==> src/dio_pkg.sv <==
/*
 * Constants shared by the digital I/O function mapper: parameter index and
 * sub-index codes, function bit positions, field widths and reset values.
 * Assumes a single clock domain; the parameter port is driven by a
 * same-clock command decoder that carries fieldbus or serial requests.
 */
// Operation
// - Input pin config value picks which function state bit the pin drives.
// - Input function bit 5 active requests the quick-stop profile.
// - Input function bit 2 is the home switch for homing.
// - Bits 1 and 0 are positive/negative limits, raising limit error.
// - Input polarity 0 means pin active high, 1 active low.
// - Input state bits are read back only where display mask enables.
// - Each input function state enables or disables its own action.
// - Readable input function state word reports each configured function its display mask enables.
// - Output config value picks which output function bit drives the pin.
// - Five output config entries, one function selection per output pin.
// - Output function state word is writable to set digital outputs.
// - Per-bit output mask filters which functions reach the pins.
// - State change reaches the pin only where the output mask enables.
// - Output function bit 2 drives the holding brake; active engages it.
// - Output function bit 1 carries the position compare trigger.
// - Output function bit 0 is active while ready, inactive on fault.
// - Output polarity 0 drives logic 1 high; polarity 1 inverts.

package dio_pkg;

  // ****************************************************************
  // Parameter addresses
  // ****************************************************************
  localparam logic [15:0] IDX_IN_CFG = 16'h2070;
  localparam logic [15:0] IDX_IN_FUNC = 16'h2071;
  localparam logic [15:0] IDX_OUT_FUNC = 16'h2078;
  localparam logic [15:0] IDX_OUT_CFG = 16'h2079;
  localparam logic [7:0] SUB_STATE = 8'h01;
  localparam logic [7:0] SUB_MASK = 8'h02;
  localparam logic [7:0] SUB_POL = 8'h03;
  localparam logic [7:0] SUB_EXEC = 8'h04;

  // ****************************************************************
  // Function bit positions and field widths
  // ****************************************************************
  localparam int SEL_W = 4;
  localparam int IN_NEG_LIMIT = 0;
  localparam int IN_POS_LIMIT = 1;
  localparam int IN_HOME = 2;
  localparam int IN_MARKER = 3;
  localparam int IN_ENABLE = 4;
  localparam int IN_QSTOP = 5;
  localparam int OUT_READY = 0;
  localparam int OUT_PCMP = 1;
  localparam int OUT_BRAKE = 2;
  localparam logic [15:0] OUT_GP_BITS = 16'hf800;
  localparam logic [15:0] OUT_USED_BITS = 16'hf807;

  // ****************************************************************
  // Reset values
  // ****************************************************************
  localparam logic [15:0] CFG_TOP_RST = 16'h000f;
  localparam logic [15:0] IN_DISP_RST = 16'hffff;
  localparam logic [15:0] IN_POL_RST = 16'h0000;
  localparam logic [15:0] IN_EXEC_RST = 16'hffff;
  localparam logic [15:0] OUT_STATE_RST = 16'h0000;
  localparam logic [15:0] OUT_MASK_RST = 16'hffff;
  localparam logic [15:0] OUT_POL_RST = 16'h0000;

endpackage : dio_pkg

==> src/dio_function_mapper.sv <==
/*
 * Digital I/O function mapper: maps input pins onto input functions and
 * output functions onto output pins, with polarity, display, execution and
 * output masks, all reached through an index/sub-index parameter port.
 * Assumes input pins are asynchronous and that the parameter port and the
 * motion core signals run on clk.
 */
`timescale 1ns/1ns
`default_nettype none

module dio_function_mapper #(
  parameter int N_IN = 10,
  parameter int N_OUT = 5
) (
  input wire logic clk,
  input wire logic reset,
  input wire logic [15:0] par_index,
  input wire logic [7:0] par_subindex,
  input wire logic par_write,
  input wire logic par_read,
  input wire logic [15:0] par_wdata,
  output var logic [15:0] par_rdata,
  output var logic par_ack,
  output var logic par_error,
  input wire logic [N_IN-1:0] input_pin,
  output logic [N_OUT-1:0] output_pin,
  input wire logic brake_engage,
  input wire logic compare_trigger,
  input wire logic device_ready,
  input wire logic device_fault,
  output var logic quick_stop,
  output var logic device_enable,
  output var logic position_marker,
  output var logic home_switch,
  output var logic pos_limit,
  output var logic neg_limit,
  output var logic limit_error
);

  localparam int SW = dio_pkg::SEL_W;

  // ****************************************************************
  // Registers and internal signals
  // ****************************************************************
  logic [15:0] in_cfg_q [N_IN];
  logic [15:0] out_cfg_q [N_OUT];
  logic [15:0] in_disp_q;
  logic [15:0] in_pol_q;
  logic [15:0] in_exec_q;
  logic [15:0] out_state_q;
  logic [15:0] out_mask_q;
  logic [15:0] out_pol_q;
  logic [15:0] applied_q;
  logic [15:0] in_func_d;
  logic [15:0] in_func_q;
  logic [15:0] in_func_prev_q;
  logic [15:0] out_func_d;
  logic [N_IN-1:0] in_sync;
  logic [15:0] rd_data_d;
  logic hit_d;
  logic ro_d;
  logic wr_ok;
  logic rd_state_q;

  // ****************************************************************
  // Input pin path
  // ****************************************************************

  // Pins are asynchronous to clk, so each passes two flops first.
  dio_sync2 #(.W(N_IN)) u_in_sync (
    .clk(clk),
    .reset(reset),
    .d(input_pin),
    .q(in_sync)
  );

  // Each pin sets the bit its config selects, after polarity; several pins on one bit are ORed.
  always_comb begin
    in_func_d = '0;
    for (int k = 0; k < N_IN; k++) begin
      in_func_d[in_cfg_q[k][SW-1:0]] = in_func_d[in_cfg_q[k][SW-1:0]]
        | (in_sync[k] ^ in_pol_q[in_cfg_q[k][SW-1:0]]);
    end
  end

  // The state word is registered so that reads and actions see one value.
  always_ff @(posedge clk) begin
    if (reset) begin
      in_func_q <= '0;
      in_func_prev_q <= '0;
    end else begin
      in_func_q <= in_func_d;
      in_func_prev_q <= in_func_q;
    end
  end

  // Actions: each function drives its own action only where execution is allowed.
  always_ff @(posedge clk) begin
    if (reset) begin
      quick_stop <= 1'b0;
      device_enable <= 1'b0;
      home_switch <= 1'b0;
      pos_limit <= 1'b0;
      neg_limit <= 1'b0;
      limit_error <= 1'b0;
    end else begin
      quick_stop <= in_func_q[dio_pkg::IN_QSTOP] & in_exec_q[dio_pkg::IN_QSTOP];
      device_enable <= in_func_q[dio_pkg::IN_ENABLE] & in_exec_q[dio_pkg::IN_ENABLE];
      home_switch <= in_func_q[dio_pkg::IN_HOME] & in_exec_q[dio_pkg::IN_HOME];
      pos_limit <= in_func_q[dio_pkg::IN_POS_LIMIT] & in_exec_q[dio_pkg::IN_POS_LIMIT];
      neg_limit <= in_func_q[dio_pkg::IN_NEG_LIMIT] & in_exec_q[dio_pkg::IN_NEG_LIMIT];
      limit_error <= (in_func_q[dio_pkg::IN_POS_LIMIT] & in_exec_q[dio_pkg::IN_POS_LIMIT])
        | (in_func_q[dio_pkg::IN_NEG_LIMIT] & in_exec_q[dio_pkg::IN_NEG_LIMIT]);
    end
  end

  // Position marker is a one-cycle pulse on the rising edge of its function.
  always_ff @(posedge clk) begin
    if (reset) begin
      position_marker <= 1'b0;
    end else begin
      position_marker <= in_func_q[dio_pkg::IN_MARKER] & ~in_func_prev_q[dio_pkg::IN_MARKER]
        & in_exec_q[dio_pkg::IN_MARKER];
    end
  end

  // ****************************************************************
  // Output function path
  // ****************************************************************

  // General-purpose bits come from software, the low bits from the motion core.
  always_comb begin
    out_func_d = out_state_q & dio_pkg::OUT_GP_BITS;
    out_func_d[dio_pkg::OUT_BRAKE] = brake_engage;
    out_func_d[dio_pkg::OUT_PCMP] = compare_trigger;
    out_func_d[dio_pkg::OUT_READY] = device_ready & ~device_fault;
  end

  // A masked-off bit holds its last applied value, so changes do not reach the pin.
  always_ff @(posedge clk) begin
    if (reset) begin
      applied_q <= '0;
    end else begin
      applied_q <= (applied_q & ~out_mask_q) | (out_func_d & out_mask_q);
    end
  end

  // One mapper per pin; all share the masked word and the polarity word.
  for (genvar g = 0; g < N_OUT; g++) begin : g_out
    dio_out_map u_map (
      .clk(clk),
      .reset(reset),
      .sel(out_cfg_q[g][SW-1:0]),
      .func_word(applied_q),
      .pol_word(out_pol_q),
      .pin(output_pin[g])
    );
  end

  // ****************************************************************
  // Parameter port
  // ****************************************************************

  // Address decode and read mux; the input state word is RO.
  always_comb begin
    rd_data_d = '0;
    hit_d = 1'b0;
    ro_d = 1'b0;
    case (par_index)
      dio_pkg::IDX_IN_CFG: begin
        for (int k = 0; k < N_IN; k++) begin
          if (par_subindex == 8'(k + 1)) begin
            hit_d = 1'b1;
            rd_data_d = in_cfg_q[k];
          end
        end
      end
      dio_pkg::IDX_IN_FUNC: begin
        case (par_subindex)
          dio_pkg::SUB_STATE: begin
            hit_d = 1'b1;
            ro_d = 1'b1;
            rd_data_d = in_func_q & in_disp_q;
          end
          dio_pkg::SUB_MASK: begin
            hit_d = 1'b1;
            rd_data_d = in_disp_q;
          end
          dio_pkg::SUB_POL: begin
            hit_d = 1'b1;
            rd_data_d = in_pol_q;
          end
          dio_pkg::SUB_EXEC: begin
            hit_d = 1'b1;
            rd_data_d = in_exec_q;
          end
          default: begin
            hit_d = 1'b0;
          end
        endcase
      end
      dio_pkg::IDX_OUT_FUNC: begin
        case (par_subindex)
          dio_pkg::SUB_STATE: begin
            hit_d = 1'b1;
            rd_data_d = applied_q;
          end
          dio_pkg::SUB_MASK: begin
            hit_d = 1'b1;
            rd_data_d = out_mask_q;
          end
          dio_pkg::SUB_POL: begin
            hit_d = 1'b1;
            rd_data_d = out_pol_q;
          end
          default: begin
            hit_d = 1'b0;
          end
        endcase
      end
      dio_pkg::IDX_OUT_CFG: begin
        for (int k = 0; k < N_OUT; k++) begin
          if (par_subindex == 8'(k + 1)) begin
            hit_d = 1'b1;
            rd_data_d = out_cfg_q[k];
          end
        end
      end
      default: begin
        hit_d = 1'b0;
      end
    endcase
  end

  assign wr_ok = par_write & hit_d & ~ro_d;

  // Config entries; a value above 15 keeps only its low four bits as the selection.
  always_ff @(posedge clk) begin
    if (reset) begin
      for (int k = 0; k < N_IN; k++) begin
        in_cfg_q[k] <= dio_pkg::CFG_TOP_RST - 16'(k);
      end
      for (int k = 0; k < N_OUT; k++) begin
        out_cfg_q[k] <= dio_pkg::CFG_TOP_RST - 16'(k);
      end
    end else if (wr_ok) begin
      for (int k = 0; k < N_IN; k++) begin
        if (par_index == dio_pkg::IDX_IN_CFG && par_subindex == 8'(k + 1)) begin
          in_cfg_q[k] <= par_wdata;
        end
      end
      for (int k = 0; k < N_OUT; k++) begin
        if (par_index == dio_pkg::IDX_OUT_CFG && par_subindex == 8'(k + 1)) begin
          out_cfg_q[k] <= par_wdata;
        end
      end
    end
  end

  // Mask, polarity and state words.
  always_ff @(posedge clk) begin
    if (reset) begin
      in_disp_q <= dio_pkg::IN_DISP_RST;
      in_pol_q <= dio_pkg::IN_POL_RST;
      in_exec_q <= dio_pkg::IN_EXEC_RST;
      out_state_q <= dio_pkg::OUT_STATE_RST;
      out_mask_q <= dio_pkg::OUT_MASK_RST;
      out_pol_q <= dio_pkg::OUT_POL_RST;
    end else if (wr_ok) begin
      if (par_index == dio_pkg::IDX_IN_FUNC) begin
        if (par_subindex == dio_pkg::SUB_MASK) in_disp_q <= par_wdata;
        if (par_subindex == dio_pkg::SUB_POL) in_pol_q <= par_wdata;
        if (par_subindex == dio_pkg::SUB_EXEC) in_exec_q <= par_wdata;
      end
      if (par_index == dio_pkg::IDX_OUT_FUNC) begin
        if (par_subindex == dio_pkg::SUB_STATE) out_state_q <= par_wdata;
        if (par_subindex == dio_pkg::SUB_MASK) out_mask_q <= par_wdata;
        if (par_subindex == dio_pkg::SUB_POL) out_pol_q <= par_wdata;
      end
    end
  end

  // Answer one cycle after each request; a write wins over a same-cycle read.
  always_ff @(posedge clk) begin
    if (reset) begin
      par_ack <= 1'b0;
      par_error <= 1'b0;
      par_rdata <= '0;
      rd_state_q <= 1'b0;
    end else begin
      par_ack <= par_write | par_read;
      par_error <= par_write ? ~wr_ok : (par_read & ~hit_d);
      par_rdata <= (par_read & ~par_write) ? rd_data_d : 16'h0000;
      rd_state_q <= par_read & ~par_write & ro_d;
    end
  end
endmodule : dio_function_mapper

`default_nettype wire

==> src/dio_sync2.sv <==
/*
 * Two-flop synchroniser for a bus of independent pin levels.
 * Assumes each bit is a slow level; no bus coherency is implied.
 */
`timescale 1ns/1ns
`default_nettype none

module dio_sync2 #(
  parameter int W = 1
) (
  input wire logic clk,
  input wire logic reset,
  input wire logic [W-1:0] d,
  output var logic [W-1:0] q
);

  logic [W-1:0] meta_q;

  // The first stage feeds only the second one.
  always_ff @(posedge clk) begin
    if (reset) begin
      meta_q <= '0;
      q <= '0;
    end else begin
      meta_q <= d;
      q <= meta_q;
    end
  end

endmodule : dio_sync2

`default_nettype wire

==> src/dio_out_map.sv <==
/*
 * One output pin: picks its function bit and applies that bit's polarity.
 * Assumes the function word has already passed the output mask.
 */
`timescale 1ns/1ns
`default_nettype none

module dio_out_map (
  input wire logic clk,
  input wire logic reset,
  input wire logic [dio_pkg::SEL_W-1:0] sel,
  input wire logic [15:0] func_word,
  input wire logic [15:0] pol_word,
  output var logic pin
);

  // Polarity comes last, right before the pin register.
  always_ff @(posedge clk) begin
    if (reset) begin
      pin <= 1'b0;
    end else begin
      pin <= func_word[sel] ^ pol_word[sel];
    end
  end

endmodule : dio_out_map

`default_nettype wire

==> config.mk <==
export PLATFORM = sky130hd
export DESIGN_NAME = dio_function_mapper
export DESIGN_NICKNAME = d
export VERILOG_FILES = /design/src/dio_pkg.sv /design/src/dio_function_mapper.sv /design/src/dio_sync2.sv /design/src/dio_out_map.sv
export SDC_FILE = /design/constraint.sdc
export NUM_CORES = 1
export LEC_CHECK = 0
export BUFFER_PORTS_ARGS = -buffer_cell sky130_fd_sc_hd__buf_4
export CORE_MARGIN = 2
export CORE_UTILIZATION = 45
export CTS_BUF_LIST = sky130_fd_sc_hd__clkbuf_8
export CTS_CLUSTER_SIZE = 14
export DETAILED_ROUTE_END_ITERATION = 12
export GPL_ROUTABILITY_DRIVEN = 0
export SYNTH_ARGS = -nofsm -noshare
export SYNTH_HDL_FRONTEND = slang
export SYNTH_HIERARCHICAL = 1
export SYNTH_SLANG_ARGS = --single-unit
==> constraint.sdc <==
create_clock -name clk -period 7.02 [get_ports clk]
set_input_delay 0.351 -clock clk [delete_from_list [all_inputs] [get_ports clk]]
set_output_delay 0.351 -clock clk [all_outputs]
set_load 0.02 [all_outputs]
# --- Word level (Yosys, flattened, before mapping) ---
# Memories as Yosys holds them, arrays and structs flattened.
# Index checks and enable logic that the tools add are counted.
word_totals:
  ff_bits: 182
  ram_bits: 240
  mem_bits_ro: 16
  output_inout_bits: 30
  elab_cells: 367
  mem_count: 3
classes:
  order_cmp: 25
  n_eq_ne: 14
  muxes: 198
  bitwise_logic: 67
  n_reduce_logical: 34
memory_table:
  columns: ["name", "words", "word_bits", "rd", "rd_ports_with_merged_regs", "write_ports", "line_no", "text"]
  rows:
  - ["in_cfg_q", 10, 16, 10, 0, 10, "dio_function_mapper.sv:45", "logic [15:0] in_cfg_q [N_IN];"]
  - ["out_cfg_q", 5, 16, 5, 0, 5, "dio_function_mapper.sv:46", "logic [15:0] out_cfg_q [N_OUT];"]
  - ["(no name shown)", 16, 1, 1, 0, 0, "dio_function_mapper.sv:81", "in_func_d[in_cfg_q[k][SW-1:0]] = in_func_d[in_cfg_q[k][SW-1:0]]"]
ops:
  columns: ["cell", "n"]
  rows:
  - ["16-bit 2-to-1 mux", 30]
  - ["16-bit bitwise mux", 9]
  - ["16-bit case mux with 4 select lines", 2]
  - ["1-bit binary-select mux with 4-bit select", 29]
  - ["1-bit 2-to-1 mux", 116]
  - ["4-bit by 5-bit less-than comparator with 1-bit output, second input constant", 15]
  - ["16-bit bitwise AND", 4]
  - ["16-bit by 14-bit == test with 1-bit output, second input constant", 4]
  - ["16-bit case mux with 3 select lines", 1]
  - ["1-bit demux with 4-bit select", 10]
  - ["4-bit by 1-bit greater-or-equal comparator with 1-bit output, second input constant", 10]
  - ["8-bit by 3-bit == test with 1-bit output, second input constant", 4]
  - ["1-bit OR", 27]
  - ["1-bit logical AND", 25]
  - ["8-bit by 4-bit == test with 1-bit output, second input constant", 3]
  - ["3-bit AND reduction", 6]
  - ["8-bit by 2-bit == test with 1-bit output, second input constant", 2]
  - ["16-bit NOT", 1]
  - ["16-bit OR", 1]
  - ["1-bit XOR", 15]
  - ["1-bit bitwise AND", 12]
  - ["8-bit by 1-bit == test with 1-bit output, second input constant", 1]
  - ["1-bit NOT", 7]
  - ["1-bit case mux with 4 select lines", 1]
  - ["other kinds (3)", 3]

# --- Logic depth before layout (Yosys ltp) ---
# Gate-level depths: netlist (run 1).
# An unclocked memory read counts as a cell.
depth:
  depth_word: 42
  mapped_depth: 28
  ltp_nobuf: 22

# --- Hierarchy ---
# The synthesis (run 1) kept the hierarchy.
modules_own_cells:
  columns: ["module", "n_inst", "cells_each", "area_per_inst_um2"]
  rows:
  - ["dio_function_mapper", 1, 2429, 23179.7]
  - ["dio_out_map", 5, 21, 300.3]
  - ["dio_sync2", 1, 42, 618.1]

# --- Least setup slack after synthesis (run 1) ---
# OpenSTA, ideal clock, no wires.
synth_path:
  path_kind: "reg2reg"
  from: "memory in_cfg_q[2][1]"
  to: "register in_func_q[9]"
  setup_time_ns: 0.122
  arrival_time_ns: 7.133
  required_time_ns: 6.898
  path_slack_ns: -0.235
  stages_incl_launch_ff: 25
  path_buffers: 2
  cell_sequence: "edfxtp_1 buf_6 mux4_1 mux4_2 xnor2_2 o2111a_1 and3_1 buf_4 a21oi_1 a311o_1 or2_1 or3_1 a311o_1 or3_1 a311o_1 o211a_1 or3_4 or3_4 a221o_1 a21boi_1 a221o_2 nor4_4 a31oi_1 and3_1 o311a_1"
synth_rtl:
  columns: ["item", "line_no", "text"]
  rows:
  - ["from (decl)", "dio_function_mapper.sv:45", null]
  - ["to (signal assigned)", "dio_function_mapper.sv:92", "in_func_q <= in_func_d;"]
  - ["to (decl)", "dio_function_mapper.sv:55", "logic [15:0] in_func_q;"]

==> results.yml, run 1 <==
run_status:
  status: "complete, but fails checks"
  violations: "negative setup slack"
detailed_routing:
  post_drt_via_cell_ratio: 6.36
  drt_iter0_drc: 2764
  vias: 23200
  wl_um: 88100
  post_drt_wl_per_cell_um: 24.1
  drt_first_pass_iters: 7
  drc: 0
  detail-route-antenna-nets: 0
synth:
  syn_area_per_cell_um2: 9.82
  synth_nets: 2634
  synth_seq_area_share: 0.418
  synth_top_area_frac: 0.285
  ys.flop_type: "edfxtp_1"
  syn_inst: 2576
  ys_seq_elements: 408
  synth_area_leaders: "edfxtp_1, dfxtp_1, mux4_2"
  synth_edf_count: 240
  synth_top_cell_by_area: "edfxtp_1"
  yosysUniqueCellTypes: 105
  yosysWarnings: 6
  netlist_area_um2: 25300
  async_reset_ff_frac: 0
timing:
  slew_viol_final: 0
  tightest_slew_ns: 1.25
  max_freq_mhz: 132
  finalHoldViolCount: 0
  relSlewSlack: 0.167
  tns_ns: -6.82
  rsz0062_at_grt: "true"
  fin_crit_sh: 1.08
  fin_worst_skew_ns: 0.0407
  setup_ws_ns: -0.529
  fin_crit_ns: 7.55
  setup_viol_count_final: 16
clock_network:
  cts_tree: "yes"
  clockBufferDepth: 3
  clockRootBuffer: "clkbuf_8"
  cts_buffers: 71
  h-tree-depth: 3
  clkSlewWorstSetupHoldPaths_ns: 0.06
  cts_num_sinks: 408
  insertion_delay_ns: 0.68
grt:
  gr-usage-all-layers: 0.300
  grt_max_degree: 59
  antenna_found_initial: 0
  grt_remaining_overflow: 0
  grt_pass1_wl_um: 134000
  grt_pass1_vias: 22500
final_layout:
  fin_nets: 2905
  drive_gt1_frac: 0.267
  synthToLayoutAreaGrowth_pct: 20.1
  n_antenna_cell: 0
  num-fill-cells: 4969
die:
  die_x_um: 241
  initial_core_util: 0.457
  rows: 86
  die-area_um2: 58100
  ios: 88
  core_um2: 55300
  die_h_um: 241
power_and_ir_drop:
  power_frac_comb: 0.139
  vdd_ir_drop_max_mv: 0.166
  switching_share: 0.277
  clockPowerShare: 0.386
  pwr-share-seq: 0.475
  internal_power_mw: 4.11
  power.switching_mw: 1.58
  power_mw: 5.69
  p_per_area_nw_per_um2: 187
  power_leakage_nw: 11.1
setup_path:
  timing.rr.start: "in_cfg_q[1][3]$_SDFFCE_PN1P_"
  cp.arrival_ns: 8.04
  rrSetupSlack_ns: -0.53
  r2r-end: "in_func_q[1]$_SDFF_PP0_"
  worstPathRequired_ns: 7.51
  startpoint_type: "register"
  path_class: "register to register"
  endpoint_kind: "register"
  critPathMaxFanout: 8
  rr_worst_depth: 25
hold_path:
  hp-start: "par_wdata[9]"
  min_path_type: "input port to register"
  hold_path_end: "out_pol_q[9]$_SDFFE_PP0P_"
  whs_path_depth: 3
flow_run:
  maxCapViolations: 0
placement:
  port_buffers: 87
  hpwl_um: 61400
-- timing repair --
action / in CTS / in global routing
pin swaps: 22 / 18
resized for setup: 36 / 31
cloned: 1 / 0
setup endpoints to repair: 16 / 16
hold endpoints to repair: 14 / 0
setup buffers: 15 / 14
hold buffers: 16 / 0
-- power groups by stage --
stage / Sequential [mW] / Clock (mW) / Combinational [mW]
2_1_floorplan: 2.69 / 0 / 0.455
3_3_place_gp: 2.74 / 0 / 0.713
3_5_place_dp: 2.75 / 0 / 0.718
4_1_cts: 2.70 / 2.24 / 0.749
5_1_grt: 2.71 / 2.33 / 0.838
6_report: 2.70 / 2.19 / 0.791
-- synth_stat cells (10+ instances only) --
library cell,n
nor3b_1,15
buf_2,13
and3_1,17
nor2b_1,39
buf_1,18
clkbuf_1,169
nand2_1,271
dfxtp_1,168
a21o_1,12
a31oi_1,26
mux2i_1,117
a211oi_1,16
and2_1,163
o21ai_0,71
edfxtp_1,240
or2_2,14
nor3_1,64
xor2_1,18
a222oi_1,17
nor4_1,13
or3_1,43
nand3b_1,10
nor2b_2,16
a22oi_1,64
xnor2_1,11
nand3_1,51
o211ai_1,26
a221oi_1,36
nand2b_1,43
mux4_2,92
inv_1,22
o22ai_1,34
nor2_1,251
o31ai_1,23
mux2_2,52
a21oi_1,98
-- routing by layer --
layer  track usage  routed length [um]
met4         0.134                3830
met2         0.484               41300
met5             0                   0
met3        0.0541                7430
met1         0.396               35500
-- sequential cells by signal (all words and copies together) (netlist names), 5 cells and up, named ones only --
signal	count
g_out.u_map/pin	5
out_pol_q	16
out_mask_q	16
out_state_q	5
in_cfg_q	160
in_disp_q	16
u_in_sync/meta_q	10
in_pol_q	16
par_rdata	16
in_exec_q	16
u_in_sync/q	10
applied_q	8
out_cfg_q	80
in_func_q	16
-- layout make-up --
type / count / area [um2] / share of cell area
clock buffer: 81 / 1110 / 0.0367
multi-input combinational: 1930 / 14200 / 0.468
timing repair buffer: 412 / 3140 / 0.103
inverter: 24 / 90.1 / 0.00296
tap: 748 / 936 / 0.0308
sequential: 408 / 10600 / 0.348
clock inverter: 47 / 310 / 0.0102
-- worst max-delay path, cell delays in order, from the launching register on --
cell and delay (ns):
edfxtp_1 0.45, buf_4 0.19, nor4bb_1 0.45, buf_4 0.20
nor2_1 0.06, and3_1 0.16, o211ai_1 0.43, nand3_4 0.15
or4b_4 0.53, a21o_1 0.21, a2111oi_4 0.32, o21ai_1 0.14
a311o_1 0.34, or3_4 0.41, a311o_1 0.38, o211a_1 0.24
or3_4 0.37, or3_4 0.43, buf_4 0.15, o31ai_1 0.37
or3_1 0.23, a311oi_4 0.14, nor4_4 0.36, a211oi_2 0.17
a41oi_4 0.34, a311oi_1 0.14
-- kinds of logic after synthesis --
group | count (synthesis) | synth area share
muxes | 263 | 0.153
buffers and inverters | 239 | 0.0395
xor gates and xnor gates | 30 | 0.0107
DFF | 408 | 0.418
AOI/OAI and AO/OA | 567 | 0.161
and+or+nand+nor | 1069 | 0.218
-- stage by stage --
stage | instances | area [um2] | util | setup slack, ns | hold slack, ns
global route | 3650 | 30400 | 0.549 | -0.720 | 0.0597
detailed placement | 3476 | 28200 | 0.510 | -0.852 | 0.425
global placement | 3476 | 28200 | 0.510 | -0.640 | 0.422
finish | 3650 | 30400 | 0.549 | -0.529 | 0.0572
CTS | 3636 | 30100 | 0.544 | -0.467 | 0.0210
floorplan | 2576 | 25300 | - | 0.0128 | 0.415
-- placed cells by master, fill, tap and decap left out, drive strengths merged, types with 74 or more instances in the layout --
master	count
dfxtp	168
a21oi	99
clkbuf	81
nor2	251
mux2i	118
buf	396
o21ai	74
nand2	271
edfxtp	240
mux4	93
and2	164
-- worst max path at each step --
stage	depth (start not counted)	end	start
floorplan	24	in_func_q[9]$_SDFF_PP0_	in_cfg_q[2][1]$_SDFFCE_PN0P_
global placement	24	in_func_q[9]$_SDFF_PP0_	in_cfg_q[2][1]$_SDFFCE_PN0P_
detailed placement	22	in_func_q[1]$_SDFF_PP0_	in_cfg_q[2][1]$_SDFFCE_PN0P_
CTS	22	in_func_q[9]$_SDFF_PP0_	in_cfg_q[2][1]$_SDFFCE_PN0P_
global route	27	in_func_q[1]$_SDFF_PP0_	in_cfg_q[1][3]$_SDFFCE_PN1P_
finish	25	in_func_q[1]$_SDFF_PP0_	in_cfg_q[1][3]$_SDFFCE_PN1P_
No activity file was read; power rests on OpenSTA's default activity.
==> run 2, diff against run 1 <==
--- a/config.mk
+++ b/config.mk
@@ -12,6 +12,8 @@
 export CTS_CLUSTER_SIZE = 14
 export DETAILED_ROUTE_END_ITERATION = 12
 export GPL_ROUTABILITY_DRIVEN = 0
+export REMOVE_ABC_BUFFERS = 1
+export SLEW_MARGIN = 0
 export SYNTH_ARGS = -nofsm -noshare
 export SYNTH_HDL_FRONTEND = slang
 export SYNTH_HIERARCHICAL = 1
==> run 2 against run 1 <==
Core utilization increased by 0.98 points. Non-clock buffer count increased by 19. Setup slack got worse by 0.029 ns. Sequential share of layout area decreased by 0.61 points. Maximum frequency decreased by 0.38%. The flow still finishes with violations (negative setup slack).
==> results.yml, run 2 (synthesis results as in run 1) <==
run_status:
  status: "complete, but fails checks"
  violations: "negative setup slack"
die:
  ios: 88
  initial_core_util: 0.457
  die_x_um: 241
  rows: 86
  core_um2: 55300
  die-area_um2: 58100
  die_h_um: 241
clock_network:
  clockRootBuffer: "clkbuf_8"
  clkSlewWorstSetupHoldPaths_ns: 0.06
  insertion_delay_ns: 0.70
  h-tree-depth: 3
  cts_num_sinks: 408
  clockBufferDepth: 3
  cts_buffers: 72
  cts_tree: "yes"
detailed_routing:
  drt_first_pass_iters: 6
  detail-route-antenna-nets: 0
  drt_iter0_drc: 2877
  vias: 23500
  drc: 0
  post_drt_wl_per_cell_um: 24.3
  wl_um: 89400
  post_drt_via_cell_ratio: 6.39
setup_path:
  rrSetupSlack_ns: -0.56
  path_class: "register to register"
  cp.arrival_ns: 8.06
  path_buf_inv: 1
  endpoint_kind: "register"
  critPathTopFamily: "compound AO/OA/AOI/OAI gates"
  cpMostUsedCell: "or3_4"
  crit_chain: "mux4_2, mux4_2, xnor2_2, o2111a_2, nand3_4, or4b_4, a21o_1, a2111oi_4, o21ai_1, a311o_1, or3_4, a311o_1, o211a_1, or3_4, or3_4, a221o_1, a21boi_4, a221o_2, nor4_4, buf_4, a31oi_4, a41oi_4, a311oi_2"
  startpoint_type: "register"
  critPathMaxFanout: 6
  worstPathRequired_ns: 7.51
  critical_path.slowest_cell: "mux4_2"
  cpPeakStageDelay_ns: 0.53
timing:
  tns_ns: -6.25
  hold_slack_ns: 0.0484
  fin_crit_sh: 1.08
  slew_viol_final: 0
  max_freq_mhz: 132
  finalHoldViolCount: 0
  tightest_slew_ns: 1.27
  fin_crit_ns: 7.58
  fin_worst_skew_ns: 0.0476
  rsz0062_at_grt: "true"
  setup_ws_ns: -0.558
  setup_viol_count_final: 16
  relSlewSlack: 0.155
grt:
  gr-usage-all-layers: 0.306
  grt_max_degree: 65
  grt_pass1_vias: 23200
  grt_pass1_wl_um: 136000
  antenna_found_initial: 3
  grt_remaining_overflow: 0
final_layout:
  fin_util: 0.559
  multi_input_area_um2: 14400
  num-fill-cells: 4838
  most-common-layout-cells: "buf_4, nand2_1, nor2_1, edfxtp_1, dfxtp_1"
  fin_nets: 2925
  synthToLayoutAreaGrowth_pct: 22.3
  largest_reg_flops: 160
  largest-register: "in_cfg_q"
  reg_top3: "in_cfg_q (160), out_cfg_q (80)"
  drive_gt1_frac: 0.280
  final_cell_area_um2: 30900
  final_common_cell: "buf_4"
  fin_cells: 3678
  seqCellArea_um2: 10600
power_and_ir_drop:
  power_mw: 5.98
  p_per_area_nw_per_um2: 193
  power_leakage_nw: 11.3
  vdd_ir_drop_max_mv: 0.168
placement:
  placed_cells: 3500
  pre_cts_ws_ns: -1.08
  dpl_cell_area_um2: 28400
  port_buffers: 87
  hpwl_um: 61700
flow_run:
  maxCapViolations: 0
hold_path:
  min_path_type: "input port to register"
run 2: final timing paths:
| path | start | end | cells after the start |
|---|---|---|---|
| max | in_cfg_q[2][1]$_SDFFCE_PN0P_ | in_func_q[2]$_SDFF_PP0_ | 23 |
| min | reset | register | 2 |
| max reg2reg | in_cfg_q[2][1]$_SDFFCE_PN0P_ | in_func_q[2]$_SDFF_PP0_ | 23 |
| min reg2reg | u_in_sync/meta_q[8]$_SDFF_PP0_ | u_in_sync/q[8]$_SDFF_PP0_ | 1 |
run 2: cell type report:
type,instances,share of cell area
Antenna cell,4,0.000324
Inverter,24,0.00291
Tap cell,748,0.0303
Clock buffer,86,0.0383
Clock inverter,47,0.0137
Timing Repair Buffer,431,0.108
Sequential cell,408,0.342
Multi-Input combinational cell,1930,0.465
run 2: timing repair:
item,CTS,global route
setup endpoints to repair,16,16
buffers inserted,13,10
hold endpoints to repair,15,0
resized for setup,69,39
gates cloned,1,0
pin swaps,40,29
hold buffers,17,0
run 2: report_power, final:
| group | switching [mW] | total (mW) | leakage [nW] | internal (mW) |
|---|---|---|---|---|
| Sequential | 0.0831 | 2.70 | 3.66 | 2.62 |
| Clock | 1.07 | 2.45 | 0.902 | 1.39 |
| Combinational | 0.471 | 0.831 | 6.70 | 0.360 |
run 2: per-layer routing:
metal	GRT usage	share of wire	vias up
li1	-	-	10300
met4	0.116	0.034	0
met5	0	0	-
met3	0.0551	0.094	259
met1	0.417	0.41	11600
met2	0.486	0.46	1369
